===== config.mk =====
export PLATFORM = sky130hd
export DESIGN_NAME = ufc_top
export DESIGN_NICKNAME = d
export VERILOG_FILES = /design/src/core/ufc_pkg.sv /design/src/core/ufc_top.sv
export VERILOG_INCLUDE_DIRS = /design/src /design/src/core
export SDC_FILE = /design/constraint.sdc
export NUM_CORES = 1
export LEC_CHECK = 0
export ABC_AREA = 1
export BUFFER_PORTS_ARGS = -buffer_cell sky130_fd_sc_hd__buf_2
export CAP_MARGIN = 20
export CORE_MARGIN = 2
export CORE_UTILIZATION = 50
export DETAILED_ROUTE_END_ITERATION = 10
export PLACE_DENSITY = 0.83
export SLEW_MARGIN = 20
export SYNTH_ARGS = -nofsm -noshare
export SYNTH_HDL_FRONTEND = slang
export SYNTH_SLANG_ARGS = --single-unit

===== constraint.sdc =====
create_clock -name mclk -period 3.1 [get_ports mclk]
set_input_delay 0.465 -clock mclk [delete_from_list [all_inputs] [get_ports mclk]]
set_output_delay 0.465 -clock mclk [all_outputs]
set_load 0.03 [all_outputs]

===== src/core/ufc_cfg.svh =====
// Constants for the UART FIFO control block
// Functional notes
// - Flow-hold codes 0..3 give RTS levels 1, 4, 8, 14 bytes.
// - Flow-hold codes 4, 5, 6+ give 30, 46, 62 high-speed; 14 otherwise.
// - With auto RTS enabled, drop RTS when receive count equals flow-hold level.
// - Receiver-off bit 8 set disables the receiver; clear keeps it enabled.
// - Receive count equal to rx-fill level sets the data-available flag; irq if enabled.
// - Rx-fill codes 0..3 give 1, 4, 8, 14 bytes.
// - Rx-fill codes 4, 5, 6+ give 30, 46, 62 high-speed; 14 otherwise.
// - Writing 1 to bit 2 flushes transmit FIFO, state machine and pointers.
// - Writing 1 to bit 1 flushes receive FIFO, state machine and pointers.
// - Flush bits self-clear after the reset, taking at least 3 cycles.
// - Writing 0 to a flush bit has no effect.
// - Third channel has no flow-hold threshold and no auto RTS.
// - FIFO control register resets to all zeros.
`ifndef UFC_CFG_SVH
`define UFC_CFG_SVH
`define UFC_OFS_FIFO_CONTROL 4'h8
`define UFC_OFS_CONFIG 4'h0
`define UFC_OFS_STATUS 4'h4
`define UFC_OFS_MASK 4'hc
`define UFC_FCR_RESET 32'h0000_0000
`define UFC_FCR_WMASK 32'h000f_01f6
`define UFC_BIT_RX_FLUSH 1
`define UFC_BIT_TX_FLUSH 2
`define UFC_BIT_RX_OFF 8
`define UFC_FLUSH_CYCLES 2'h3
`define UFC_FLUSH_BITS 32'h0000_0006
`define UFC_BIT_AUTO_RTS 0
`define UFC_ST_RDA 0
`define UFC_ST_HOLD 1
`define UFC_FLD_RTS_HI 19
`define UFC_FLD_RTS_LO 16
`define UFC_FLD_RDA_HI 7
`define UFC_FLD_RDA_LO 4
`define UFC_LEVEL_1 7'h01
`define UFC_LEVEL_4 7'h04
`define UFC_LEVEL_8 7'h08
`define UFC_LEVEL_14 7'h0e
`define UFC_LEVEL_30 7'h1e
`define UFC_LEVEL_46 7'h2e
`define UFC_LEVEL_62 7'h3e
`endif


===== src/core/ufc_pkg.sv =====
// Types for the UART FIFO control block
package ufc_pkg;
	typedef enum logic [1:0] {ufc_idle, ufc_busy} ufc_flush_e;
	typedef struct packed {
		logic [31:0] fcr;
		logic auto_rts;
		logic [1:0] status;
		logic [1:0] mask;
		ufc_flush_e tx_st;
		ufc_flush_e rx_st;
		logic [1:0] tx_cnt;
		logic [1:0] rx_cnt;
		logic [31:0] rdata;
		logic rvalid;
		logic wait_n;
		logic rts;
		logic irq;
		logic tx_rst;
		logic rx_rst;
		logic rx_en;
		logic [6:0] prev_cnt;
	} ufc_state_s;
endpackage


===== src/core/ufc_top.sv =====
// FIFO control register, thresholds, flush sequencing and interrupt
//
// Design decision made here: the Avalon-MM interface to the registers.
`timescale 1ns/1ps
`include "ufc_cfg.svh"
// Register map, by byte offset on the bus port:
//   0x0 config: bit 0 enables automatic RTS flow control
//   0x4 status: bit 0 receive data available, bit 1 hold level reached; a read clears it
//   0x8 FIFO control: thresholds, receiver off and the two flush strobes
//   0xc mask: same layout as status; the interrupt is high while status and mask overlap
// The receive byte count arrives from the FIFO every cycle. A flag fires when the count
// arrives at its level, so a count that rests there raises it only once.
// A flush strobe reads back as 1 while its reset pulse runs and clears itself after it;
// the pulse lasts a fixed number of cycles, which bounds how soon the FIFO may be used.
// HIGH_SPEED opens the 30, 46 and 62 byte levels. HAS_AUTO_RTS is off on the channel
// without flow control, where the flow-hold field reads zero and ignores writes.
// Every access costs one wait cycle; back-to-back requests are taken after each answer.
module ufc_top #(
	parameter bit HIGH_SPEED = 1'b1,
	parameter bit HAS_AUTO_RTS = 1'b1
) (
	input wire logic mclk,
	input wire logic rst,
	input wire logic [3:0] avs_address,
	input wire logic avs_read,
	input wire logic avs_write,
	input wire logic [31:0] avs_writedata,
	output logic [31:0] avs_readdata,
	output logic avs_waitrequest,
	input wire logic [6:0] rx_fifo_count,
	output logic rts_n,
	output logic receiver_enable,
	output logic tx_fifo_reset,
	output logic rx_fifo_reset,
	output logic rx_data_avail_irq
);
	ufc_pkg::ufc_state_s s_reg, s_next;

	// Trigger level in bytes; codes above 3 reach past 14 only on the high-speed channel
	function automatic logic [6:0] level(input logic [3:0] code);
		logic [6:0] v;
		v = `UFC_LEVEL_14;
		case (code)
			4'h0: begin
				v = `UFC_LEVEL_1;
			end
			4'h1: begin
				v = `UFC_LEVEL_4;
			end
			4'h2: begin
				v = `UFC_LEVEL_8;
			end
			4'h3: begin
				v = `UFC_LEVEL_14;
			end
			4'h4: begin
				if (HIGH_SPEED) begin
					v = `UFC_LEVEL_30;
				end else begin
					v = `UFC_LEVEL_14;
				end
			end
			4'h5: begin
				if (HIGH_SPEED) begin
					v = `UFC_LEVEL_46;
				end else begin
					v = `UFC_LEVEL_14;
				end
			end
			default: begin
				if (HIGH_SPEED) begin
					v = `UFC_LEVEL_62;
				end else begin
					v = `UFC_LEVEL_14;
				end
			end
		endcase
		return v;
	endfunction

	// Decoded request, threshold and read signals
	logic wr;
	logic rd;
	logic hit_rts;
	logic hit_rda;
	logic below_rts;
	logic [31:0] wmask;
	logic [31:0] rd_word;
	logic sel_fifo_control;
	logic sel_config;
	logic sel_status;
	logic sel_mask;
	logic [3:0] rts_code;
	logic [3:0] rda_code;
	logic [6:0] rts_level;
	logic [6:0] rda_level;
	logic count_moved;
	logic flow_active;
	logic rda_event;
	logic hold_event;

	// Reset image: register at zero, RTS asserted and receiver on,
	// so the far side may send as soon as reset ends
	localparam ufc_pkg::ufc_state_s reset_state = '{
		fcr: `UFC_FCR_RESET,
		auto_rts: 1'b0,
		status: 2'h0,
		mask: 2'h0,
		tx_st: ufc_pkg::ufc_idle,
		rx_st: ufc_pkg::ufc_idle,
		tx_cnt: 2'h0,
		rx_cnt: 2'h0,
		rdata: 32'h0000_0000,
		rvalid: 1'b0,
		wait_n: 1'b0,
		rts: 1'b1,
		irq: 1'b0,
		tx_rst: 1'b0,
		rx_rst: 1'b0,
		rx_en: 1'b1,
		prev_cnt: 7'h00
	};

	// Address decode, writable fields and threshold lookup, shared by write, read and flags
	always_comb begin
		sel_fifo_control = avs_address == `UFC_OFS_FIFO_CONTROL;
		sel_config = avs_address == `UFC_OFS_CONFIG;
		sel_status = avs_address == `UFC_OFS_STATUS;
		sel_mask = avs_address == `UFC_OFS_MASK;
		// The channel without flow control has no flow-hold field at all
		wmask = 32'h0000_0000;
		wmask[`UFC_FLD_RDA_HI:`UFC_FLD_RDA_LO] = 4'hf;
		wmask[`UFC_BIT_RX_OFF] = 1'b1;
		wmask[`UFC_BIT_TX_FLUSH] = 1'b1;
		wmask[`UFC_BIT_RX_FLUSH] = 1'b1;
		if (HAS_AUTO_RTS) begin
			wmask[`UFC_FLD_RTS_HI:`UFC_FLD_RTS_LO] = 4'hf;
		end

		rts_code = s_reg.fcr[`UFC_FLD_RTS_HI:`UFC_FLD_RTS_LO];
		rda_code = s_reg.fcr[`UFC_FLD_RDA_HI:`UFC_FLD_RDA_LO];
		rts_level = level(rts_code);
		rda_level = level(rda_code);
		hit_rts = rx_fifo_count == rts_level;
		hit_rda = rx_fifo_count == rda_level;
		below_rts = rx_fifo_count < rts_level;
		// Flags fire on the cycle the count arrives at a level, not while it rests there
		count_moved = s_reg.prev_cnt != rx_fifo_count;
		flow_active = s_reg.auto_rts && HAS_AUTO_RTS;
		rda_event = hit_rda && count_moved;
		hold_event = hit_rts && flow_active && count_moved;

		// Read word for the addressed register; unmapped offsets read zero
		rd_word = 32'h0000_0000;
		if (sel_fifo_control) begin
			rd_word = s_reg.fcr;
		end
		if (sel_config) begin
			rd_word = {31'h0000_0000, s_reg.auto_rts};
		end
		if (sel_status) begin
			rd_word = {30'h0000_0000, s_reg.status};
		end
		if (sel_mask) begin
			rd_word = {30'h0000_0000, s_reg.mask};
		end
	end

	always_comb begin
		s_next = s_reg;
		// One wait cycle per access. Reads are looked up in the first cycle so the data
		// already stands when waitrequest drops; writes land at the edge that sees it low,
		// the only edge at which the master is bound to hold its data.
		wr = 1'b0;
		rd = 1'b0;
		if (s_reg.wait_n) begin
			wr = avs_write;
		end else begin
			rd = avs_read;
		end
		s_next.wait_n = !s_reg.wait_n && (avs_read || avs_write);
		s_next.rvalid = 1'b0;

		// Register writes; reserved positions are masked off
		if (wr) begin
			if (sel_fifo_control) begin
				s_next.fcr = avs_writedata & wmask & ~`UFC_FLUSH_BITS;
				// A 0 in a flush bit leaves a running flush alone
				s_next.fcr[`UFC_BIT_TX_FLUSH] = s_reg.fcr[`UFC_BIT_TX_FLUSH] | avs_writedata[`UFC_BIT_TX_FLUSH];
				s_next.fcr[`UFC_BIT_RX_FLUSH] = s_reg.fcr[`UFC_BIT_RX_FLUSH] | avs_writedata[`UFC_BIT_RX_FLUSH];
			end
			if (sel_config) begin
				s_next.auto_rts = avs_writedata[`UFC_BIT_AUTO_RTS] && HAS_AUTO_RTS;
			end
			if (sel_mask) begin
				s_next.mask = avs_writedata[1:0];
			end
		end

		// Flush sequencers: a 1 starts a fixed-length reset pulse to the FIFO side.
		// A further 1 while busy merges into the running flush rather than stretching it.
		case (s_reg.tx_st)
			ufc_pkg::ufc_idle: begin
				if (s_next.fcr[`UFC_BIT_TX_FLUSH]) begin
					s_next.tx_st = ufc_pkg::ufc_busy;
					s_next.tx_cnt = `UFC_FLUSH_CYCLES;
				end
			end
			ufc_pkg::ufc_busy: begin
				s_next.tx_cnt = s_reg.tx_cnt - 2'h1;
				if (s_reg.tx_cnt == 2'h1) begin
					s_next.tx_st = ufc_pkg::ufc_idle;
					s_next.fcr[`UFC_BIT_TX_FLUSH] = 1'b0;
				end
			end
			default: begin
				s_next.tx_st = ufc_pkg::ufc_idle;
			end
		endcase

		case (s_reg.rx_st)
			ufc_pkg::ufc_idle: begin
				if (s_next.fcr[`UFC_BIT_RX_FLUSH]) begin
					s_next.rx_st = ufc_pkg::ufc_busy;
					s_next.rx_cnt = `UFC_FLUSH_CYCLES;
				end
			end
			ufc_pkg::ufc_busy: begin
				s_next.rx_cnt = s_reg.rx_cnt - 2'h1;
				if (s_reg.rx_cnt == 2'h1) begin
					s_next.rx_st = ufc_pkg::ufc_idle;
					s_next.fcr[`UFC_BIT_RX_FLUSH] = 1'b0;
				end
			end
			default: begin
				s_next.rx_st = ufc_pkg::ufc_idle;
			end
		endcase

		// FIFO-side outputs follow the next state so they line up with the register
		s_next.tx_rst = (s_next.tx_st == ufc_pkg::ufc_busy);
		s_next.rx_rst = (s_next.rx_st == ufc_pkg::ufc_busy);
		s_next.rx_en = !s_next.fcr[`UFC_BIT_RX_OFF];
		s_next.prev_cnt = rx_fifo_count;

		// Drop RTS at the hold level; raise it again once the count falls below.
		// Between the two, for instance while the count overshoots, RTS keeps its value.
		if (!flow_active) begin
			s_next.rts = 1'b1;
		end else if (hit_rts) begin
			s_next.rts = 1'b0;
		end else if (below_rts) begin
			s_next.rts = 1'b1;
		end

		if (rd) begin
			s_next.rvalid = 1'b1;
			s_next.rdata = rd_word;
			if (sel_status) begin
				// Read clears; an event in this same cycle sets the bit again below
				s_next.status = 2'h0;
			end
		end

		// Set wins over read-clear; bit 1 records that the hold level was reached
		if (rda_event) begin
			s_next.status[`UFC_ST_RDA] = 1'b1;
		end
		if (hold_event) begin
			s_next.status[`UFC_ST_HOLD] = 1'b1;
		end

		// Level interrupt: any status bit that its mask bit lets through
		s_next.irq = 1'b0;
		for (int b = 0; b < 2; b++) begin
			if (s_next.status[b] && s_next.mask[b]) begin
				s_next.irq = 1'b1;
			end
		end
	end

	// The asynchronous branch loads only the constant reset image
	always_ff @(posedge mclk or posedge rst) begin
		if (rst) begin
			s_reg <= reset_state;
		end else begin
			s_reg <= s_next;
		end
	end

	// Outputs are plain views of state flip-flops
	// Read data stands from the edge after the request until the next read
	assign avs_readdata = s_reg.rdata;
	// Low for the single answer cycle of each access
	assign avs_waitrequest = !s_reg.wait_n;
	// Low while the far side may send; high once the hold level is reached
	assign rts_n = !s_reg.rts;
	// Follows the receiver-off bit from the same edge at which the write lands
	assign receiver_enable = s_reg.rx_en;
	// Fixed-length pulses; a request during a running pulse merges into it
	assign tx_fifo_reset = s_reg.tx_rst;
	assign rx_fifo_reset = s_reg.rx_rst;
	// Level output, cleared by reading status or by masking
	assign rx_data_avail_irq = s_reg.irq;
endmodule


## Word level (Yosys, flattened, before mapping)

Cells that the tools add are included.

| storage, ports and cells | value |
|---|---|
| memories kept | 0 |
| RAM bits | 0 |
| output and inout bits | 38 |
| register bits | 69 |
| latch bits | 0 |
| memory bits (read-only) | 0 |
| bits of input ports | 47 |
| logic and storage cells | 104 |

| operators by class | value |
|---|---|
| muxes and demuxes | 36 |
| add/subtract/negate cells | 2 |
| order comparisons | 1 |
| div/mod/pow operators | 0 |
| multiply operators | 0 |
| bitwise gates (word level) | 2 |
| shift operators | 0 |
| equality and inequality tests | 25 |
| reductions and logical operators | 21 |

Operators by type and width:

| operator | number |
|---|---|
| $mux W32 | 3 |
| $pmux W6 S6 | 2 |
| $eq A4 B3 Y1 const B | 5 |
| $mux W2 | 10 |
| $mux W20 | 1 |
| $eq A4 B2 Y1 const B | 4 |
| $pmux W2 S2 | 4 |
| $eq A7 B7 Y1 | 2 |
| $mux W1 | 14 |
| $eq A2 B1 Y1 const B | 6 |
| $logic_not A4 Y1 | 3 |
| $mux W10 | 1 |
| $mux W9 | 1 |
| $eq A4 B1 Y1 const B | 2 |
| $eq A4 B4 Y1 const B | 2 |
| $reduce_and A2 Y1 | 4 |
| $lt A7 B7 Y1 | 1 |
| $ne A7 B7 Y1 | 1 |
| $logic_and A1 B1 Y1 | 6 |
| $logic_not A2 Y1 | 2 |
| $ne A2 B1 Y1 const B | 2 |
| $reduce_bool A2 Y1 | 2 |
| $sub A2 B1 Y2 const B | 2 |
| $logic_not A1 Y1 | 3 |
| other kinds (3) | 4 |

## Depth between registers and ports, before layout

Gate-level depths: netlist (run 1).

| logic depth | value |
|---|---|
| depth after elaboration | 8 |
| gate-level depth with buffers | 11 |
| depth with buffers taken out | 11 |

## Least setup slack after synthesis (run 1)

OpenSTA, ideal clock, no wires.

| path | value |
|---|---|
| kind | flip-flop to flip-flop |
| start | register s_reg, in the netlist rts_code[1] |
| end | register s_reg, in the netlist rx_data_avail_irq |
| data arrival time | 1590 ps |
| clock period less this slack | 1655 ps |
| cell stages (with the launch flop) | 12 |
| required time | 3035 ps |
| path buffers | 0 |
| slack | 1445 ps |
| library setup time | 65 ps |
| cell sequence | dfrtp_1 > nor2_1 > nand3_1 > nand2_1 > inv_1 > ha_1 > nand2_1 > nor3_1 > nand3_1 > o21ai_0 > nand2_1 > nand2_1 |

RTL lines:

| item | line | source |
|---|---|---|
| from (decl) | ufc_top.sv:37 | `ufc_pkg::ufc_state_s s_reg, s_next;` |
| from (signal assigned) | ufc_top.sv:285 | `s_reg <= reset_state;` |
| from (signal assigned) | ufc_top.sv:287 | `s_reg <= s_next;` |

==> results.cfg, run 1 <==
[outcome]
status = completed

[synth]
synth_edf_count = 0
synth_top_area_share_pct = 44.4
ys_seq_area_share_pct = 46.4
ys_types = 36
netlist_area_mm2 = 0.00265
synth_cells = 311
ys_ff_latch = 49
ys_warn_count = 0
synth_top_cell_by_area = dfrtp_1
async_flop_share_pct = 100
synthTopCellsByCount = nand2_1 (82), dfrtp_1 (47), inv_1 (40)
synth_area_leaders = dfrtp_1 (44%), nand2_1 (12%), buf_4 (9.4%)
synth_ff_type = dfrtp_1
synth.most_common_cell = nand2_1
syn_avg_cell_area_um2 = 8.51

[pwr]
vdd_drop_max_mv = 0.347
p_per_area_mw_per_mm2 = 599
leakage_uw = 0.00162

[floorplanning]
chipWidth_um = 76.8
core-area_mm2 = 0.00511
ios = 85
rows = 26
die-area_mm2 = 0.00589
start_util_pct = 51.8
dieHeight_um = 76.8

[sta]
fin_crit_sh_pct = 62.9
worst_slack_ns = 1.15
fmax_mhz = 513
layout_min_cycle_time_ns = 1.95
tns_ns = 0
skew_ns = 0.00410
drv_slew = 0
slew_headroom_pct = 62.8
worst_pin_slew_ns = 0.557
rsz0062_at_grt = no
setup_viol = 0
hold_viol = 0

[final_layout]
final_util_pct = 56.1
drive_gt1_share_pct = 20.3
nets = 404
stdcell_area_mm2 = 0.00287
area_growth_pct = 8.32
diodes = 0
largest_reg_flops = 24

[grt]
grt_max_degree = 50
grt_first_pass_wirelength_um = 8040
grt_pass1_vias = 1853
antenna_found_initial = 0
grt_use_total_pct = 16.8
grt_overflow = 0

[clocking]
cts_resized = 0
cts-root-buf = clkbuf_8
cts.sinks = 49
clk_pin_slew_ns = 0.08
clk_latency_ns = 0.30
htreeDepth = 2
cts_setup_buffers = 0
numCtsBuffers = 5
cts_max_path_buffers = 2
cts_tree = built
hold_buffers = 0

[worst_setup_path]
end_kind = flop
cp-endpoint = rx_data_avail_irq
critPathRequiredTime_ns = 3.34
critPathLaunchType = flop
max_stage_delay_ns = 0.45
crit_type = reg -> reg
critPathSlowestCell = dfrtp_1
regToRegStartpoint = rts_code[1]
r2r_slack_ns = 1.15
ff2ff_path_depth = 11
crit_fanout = 7
cp-startpoint = rts_code[1]
arrival_ns = 2.19
path_common_cell = nand2_1
crit_chain = nor2_1, nand3_1, nand2_1, inv_1, ha_1, nand2_1, nor3_1, nand3_1, o21ai_0, nand2_1, nand2_1
r2r_end = rx_data_avail_irq

[detailed_routing]
ant_nets = 0
drtIter0Drc = 126
drc = 0
finalWirelength_um = 4670
dr_total_vias = 1978
post_drt_wl_per_cell_um = 11.1
first_pass_iters = 4
vias_per_cell = 4.72

[placement]
pre_cts_ws_ns = 1.19
place_area_mm2 = 0.00277
dp_hpwl_um = 3640
gp_congestion = 0.846
io_buffers = 44

[hold_path]
hp-class = in -> async

[job]
maxCapViolCount = 0
[cell usage in the layout, fill, tap and decap left out, types with 3 or more instances in the layout]
| cell type | count |
|---|---|
| nand2_4 | 4 |
| dfrtp_1 | 47 |
| nand2_1 | 82 |
| o21ai_2 | 3 |
| buf_2 | 44 |
| ha_1 | 8 |
| nand3_1 | 14 |
| o31ai_1 | 7 |
| nor2_1 | 17 |
| conb_1 | 22 |
| nand4_1 | 3 |
| o21ai_1 | 4 |
| a21oi_1 | 10 |
| o21ai_0 | 13 |
| clkbuf_8 | 5 |
| inv_1 | 39 |
[power breakdown]
part	switching (uW)	leakage [uW]	total, uW	internal (uW)
logic	345	0.000977	520	175
registers	85.0	0.000605	846	761
clock network	199	0.0000410	353	154
total	629	0.00162	1720	1090
[worst min path at each step]
stage,to,slack [ns],cells after the start
floorplan,s_reg[12],0.44,1
global placement,s_reg[12],0.46,1
detailed placement,avs_readdata[8],0.46,2
CTS,s_reg[6],0.33,1
global route,rda_code[0],0.19,2
finish,tx_fifo_reset,0.16,2
[cells by family (layout without fill, tap and decap cells)]
logic type / count (synthesis) / after routing / share of synthesized area, %
simple gates: 128 / 128 / 21.8
xor+xnor: 1 / 1 / 0.331
flops: 49 / 49 / 46.4
other cells: 1 / 22 / 0.142
fa+ha+maj: 8 / 8 / 3.78
buf+inv: 77 / 94 / 16.0
compound gates: 47 / 47 / 11.4
[area by class of cell]
class,instances,area [um2]
Fill cell,493,2240
Sequential cell,49,1230
Multi-Input combinational cell,206,1070
Timing Repair Buffer,45,240
Inverter,42,160
Tap cell,70,87.6
Clock buffer,6,72.6
Clock inverter,1,5.00
[routing by layer]
layer	GRT usage, %	wire [um]	vias to the layer above	share of wire (%)
met2	28.2	2240	56	48
li1	-	-	1007	-
met4	4.73	66	0	1.4
met1	21.8	2140	909	46
met5	0	0	-	0
met3	3.76	226	6	4.8
[per-stage QoR]
stage | power, uW | std cells | hold slack [ns]
2_1_floorplan | 1270 | 332 | 0.445
3_3_place_gp | 1340 | 411 | 0.458
3_5_place_dp | 1370 | 411 | 0.461
4_1_cts | 1720 | 418 | 0.329
5_1_grt | 1840 | 419 | 0.191
6_report | 1720 | 419 | 0.165
[critical path, delay by kind of cell, from the launching register on]
family	cells	cell delay, ns
compound gates	1	0.23
simple gates	8	0.84
buf+inv	1	0.04
flops	1	0.45
fa+ha+maj	1	0.31
Note: power is estimated with default switching activity, not from simulation.
==> run 2, diff against run 1 <==
==> constraint.sdc (replaced) <==
create_clock -name mclk -period 1.8 [get_ports mclk]
set_input_delay 0.27 -clock mclk [delete_from_list [all_inputs] [get_ports mclk]]
set_output_delay 0.27 -clock mclk [all_outputs]
set_load 0.03 [all_outputs]
==> run 2 against run 1 <==
Net effect:
- flip-flop and latch count stayed put
- die area did not move
- sequential power increased by 71%
- worst hold slack got worse by 0.14 ns
- clock power up 84%
- first-iteration DRC count is 34% higher
- sequential share of layout area shrank 1.2 points
- register-to-register slack worse by 1.0 ns
- fmax grew 17%
- utilization rose by 1.6 points
==> results.cfg, run 2 (synthesis gave the netlist of run 1 again) <==
[pwr]
leakage_uw = 0.00166
internal_power_uw = 1920
seq_power_share_pct = 47.2
p_per_area_mw_per_mm2 = 1040
power.switching_uw = 1150
p_sw_share_pct = 37.4
vdd_drop_max_mv = 0.575
p_comb_share_pct = 31.7
clock_power_share_pct = 21.1

[final_layout]
multi_input_area_mm2 = 0.00110
nFillCells = 472
regArea_mm2 = 0.00123
largest_reg_flops = 24
final_common_cell = nand2_1
layout_common_cells = nand2_1 (81), dfrtp_1 (47), buf_2 (44)
stdcell_area_mm2 = 0.00295
nets = 411
diodes = 0
drive_gt1_share_pct = 24.1
area_growth_pct = 11.4

[detailed_routing]
finalWirelength_um = 4970
drtIter0Drc = 169
drc = 0
first_pass_iters = 4
dr_total_vias = 2043
vias_per_cell = 4.78
ant_nets = 0
post_drt_wl_per_cell_um = 11.6

[clocking]
cts_max_path_buffers = 2
htreeDepth = 2
hold_buffers = 0
clk_latency_ns = 0.31
cts_tree = built
cts-root-buf = clkbuf_8
clk_pin_slew_ns = 0.09
cts.sinks = 49
numCtsBuffers = 5

[worst_setup_path]
critPathLaunchType = flop
cp-startpoint = rts_code[1]
arrival_ns = 1.92
critPathRequiredTime_ns = 2.05
crit_fanout = 5
regToRegStartpoint = rts_code[1]
crit_type = reg -> reg
end_kind = flop

[floorplanning]
ios = 85
rows = 26
core-area_mm2 = 0.00511
chipWidth_um = 76.8
dieHeight_um = 76.8
start_util_pct = 51.8
die-area_mm2 = 0.00589

[placement]
gp_congestion = 0.858
pre_cts_ws_ns = 0.0218
place_area_mm2 = 0.00282
dp_hpwl_um = 3770
io_buffers = 44

[sta]
layout_min_cycle_time_ns = 1.67
worst_slack_ns = 0.129
fmax_mhz = 599
slew_headroom_pct = 59.1
hold_viol = 0
worst_pin_slew_ns = 0.613
fin_crit_sh_pct = 92.8
skew_ns = 0.00469
drv_slew = 0
setup_viol = 0

[job]
maxCapViolCount = 0

[grt]
antenna_found_initial = 0
grt_first_pass_wirelength_um = 8330
grt_pass1_vias = 1909
grt_overflow = 0
grt_max_degree = 31
grt_use_total_pct = 17.6

[outcome]
status = completed

[hold_path]
hp-class = in -> async
==> run 2: per-layer routing <==
| layer | global-route usage (%) | part of all wire [%] |
|---|---|---|
| met5 | 0 | 0 |
| met2 | 29.1 | 49 |
| met3 | 4.12 | 5.5 |
| met1 | 22.1 | 44 |
| met4 | 7.27 | 1.5 |
==> run 2: power by group through the flow <==
stage	Sequential [uW]	Clock [uW]	Combinational [uW]
3_3_place_gp	1460	0	889
5_1_grt	1480	697	1090
3_5_place_dp	1470	0	933
4_1_cts	1450	643	941
6_report	1450	648	975
2_1_floorplan	1500	0	693
==> run 2: stage by stage <==
| stage | utilization, % | power [uW] | hold WS [ns] | TNS (ns) | std cells |
|---|---|---|---|---|---|
| 2_1_floorplan | - | 2190 | 0.301 | 0 | 332 |
| 3_3_place_gp | 55.2 | 2350 | 0.378 | 0 | 418 |
| 3_5_place_dp | 55.2 | 2400 | 0.386 | 0 | 418 |
| 4_1_cts | 56.9 | 3030 | 0.0501 | 0 | 426 |
| 5_1_grt | 57.7 | 3270 | 0.0785 | -0.00197 | 427 |
| 6_report | 57.7 | 3070 | 0.0238 | 0 | 427 |
==> run 2: area by class of cell <==
cell class	instances	area share [%]
clock buffer	5	2.33
clock inverter	3	0.594
inverter	42	5.43
multi-input combinational	206	37.5
sequential	49	41.7
tap	70	2.97
timing repair buffer	52	9.51
==> run 2: worst max-delay path, stage by stage, from the launching register on <==
cell and delay [ns]:
dfrtp_1 0.43, nor2_1 0.10, nand3_1 0.09, nand2_1 0.08
inv_1 0.06, ha_4 0.26, nand2_1 0.05, nor3_2 0.15
nand3_1 0.13, o21ai_2 0.15, nand2_1 0.07, nand2_1 0.06
==> run 2: timing repair <==
item,in CTS,in global routing
setup buffers,0,1
endpoints found under the setup margin,0,2
gates resized for setup,0,7
==> run 2: path summary, 6_finish.rpt <==
check	depth (start not counted)	end	slack, ns
worst min register to register	1	s_reg[12]	0.48
max in group asynchronous	3	avs_readdata[7]	1.18
worst max-delay path	11	rx_data_avail_irq	0.13
min in group mclk	2	receiver_enable	0.12
worst min-delay path	2	s_reg[49]	0.02
worst max register to register	11	rx_data_avail_irq	0.13
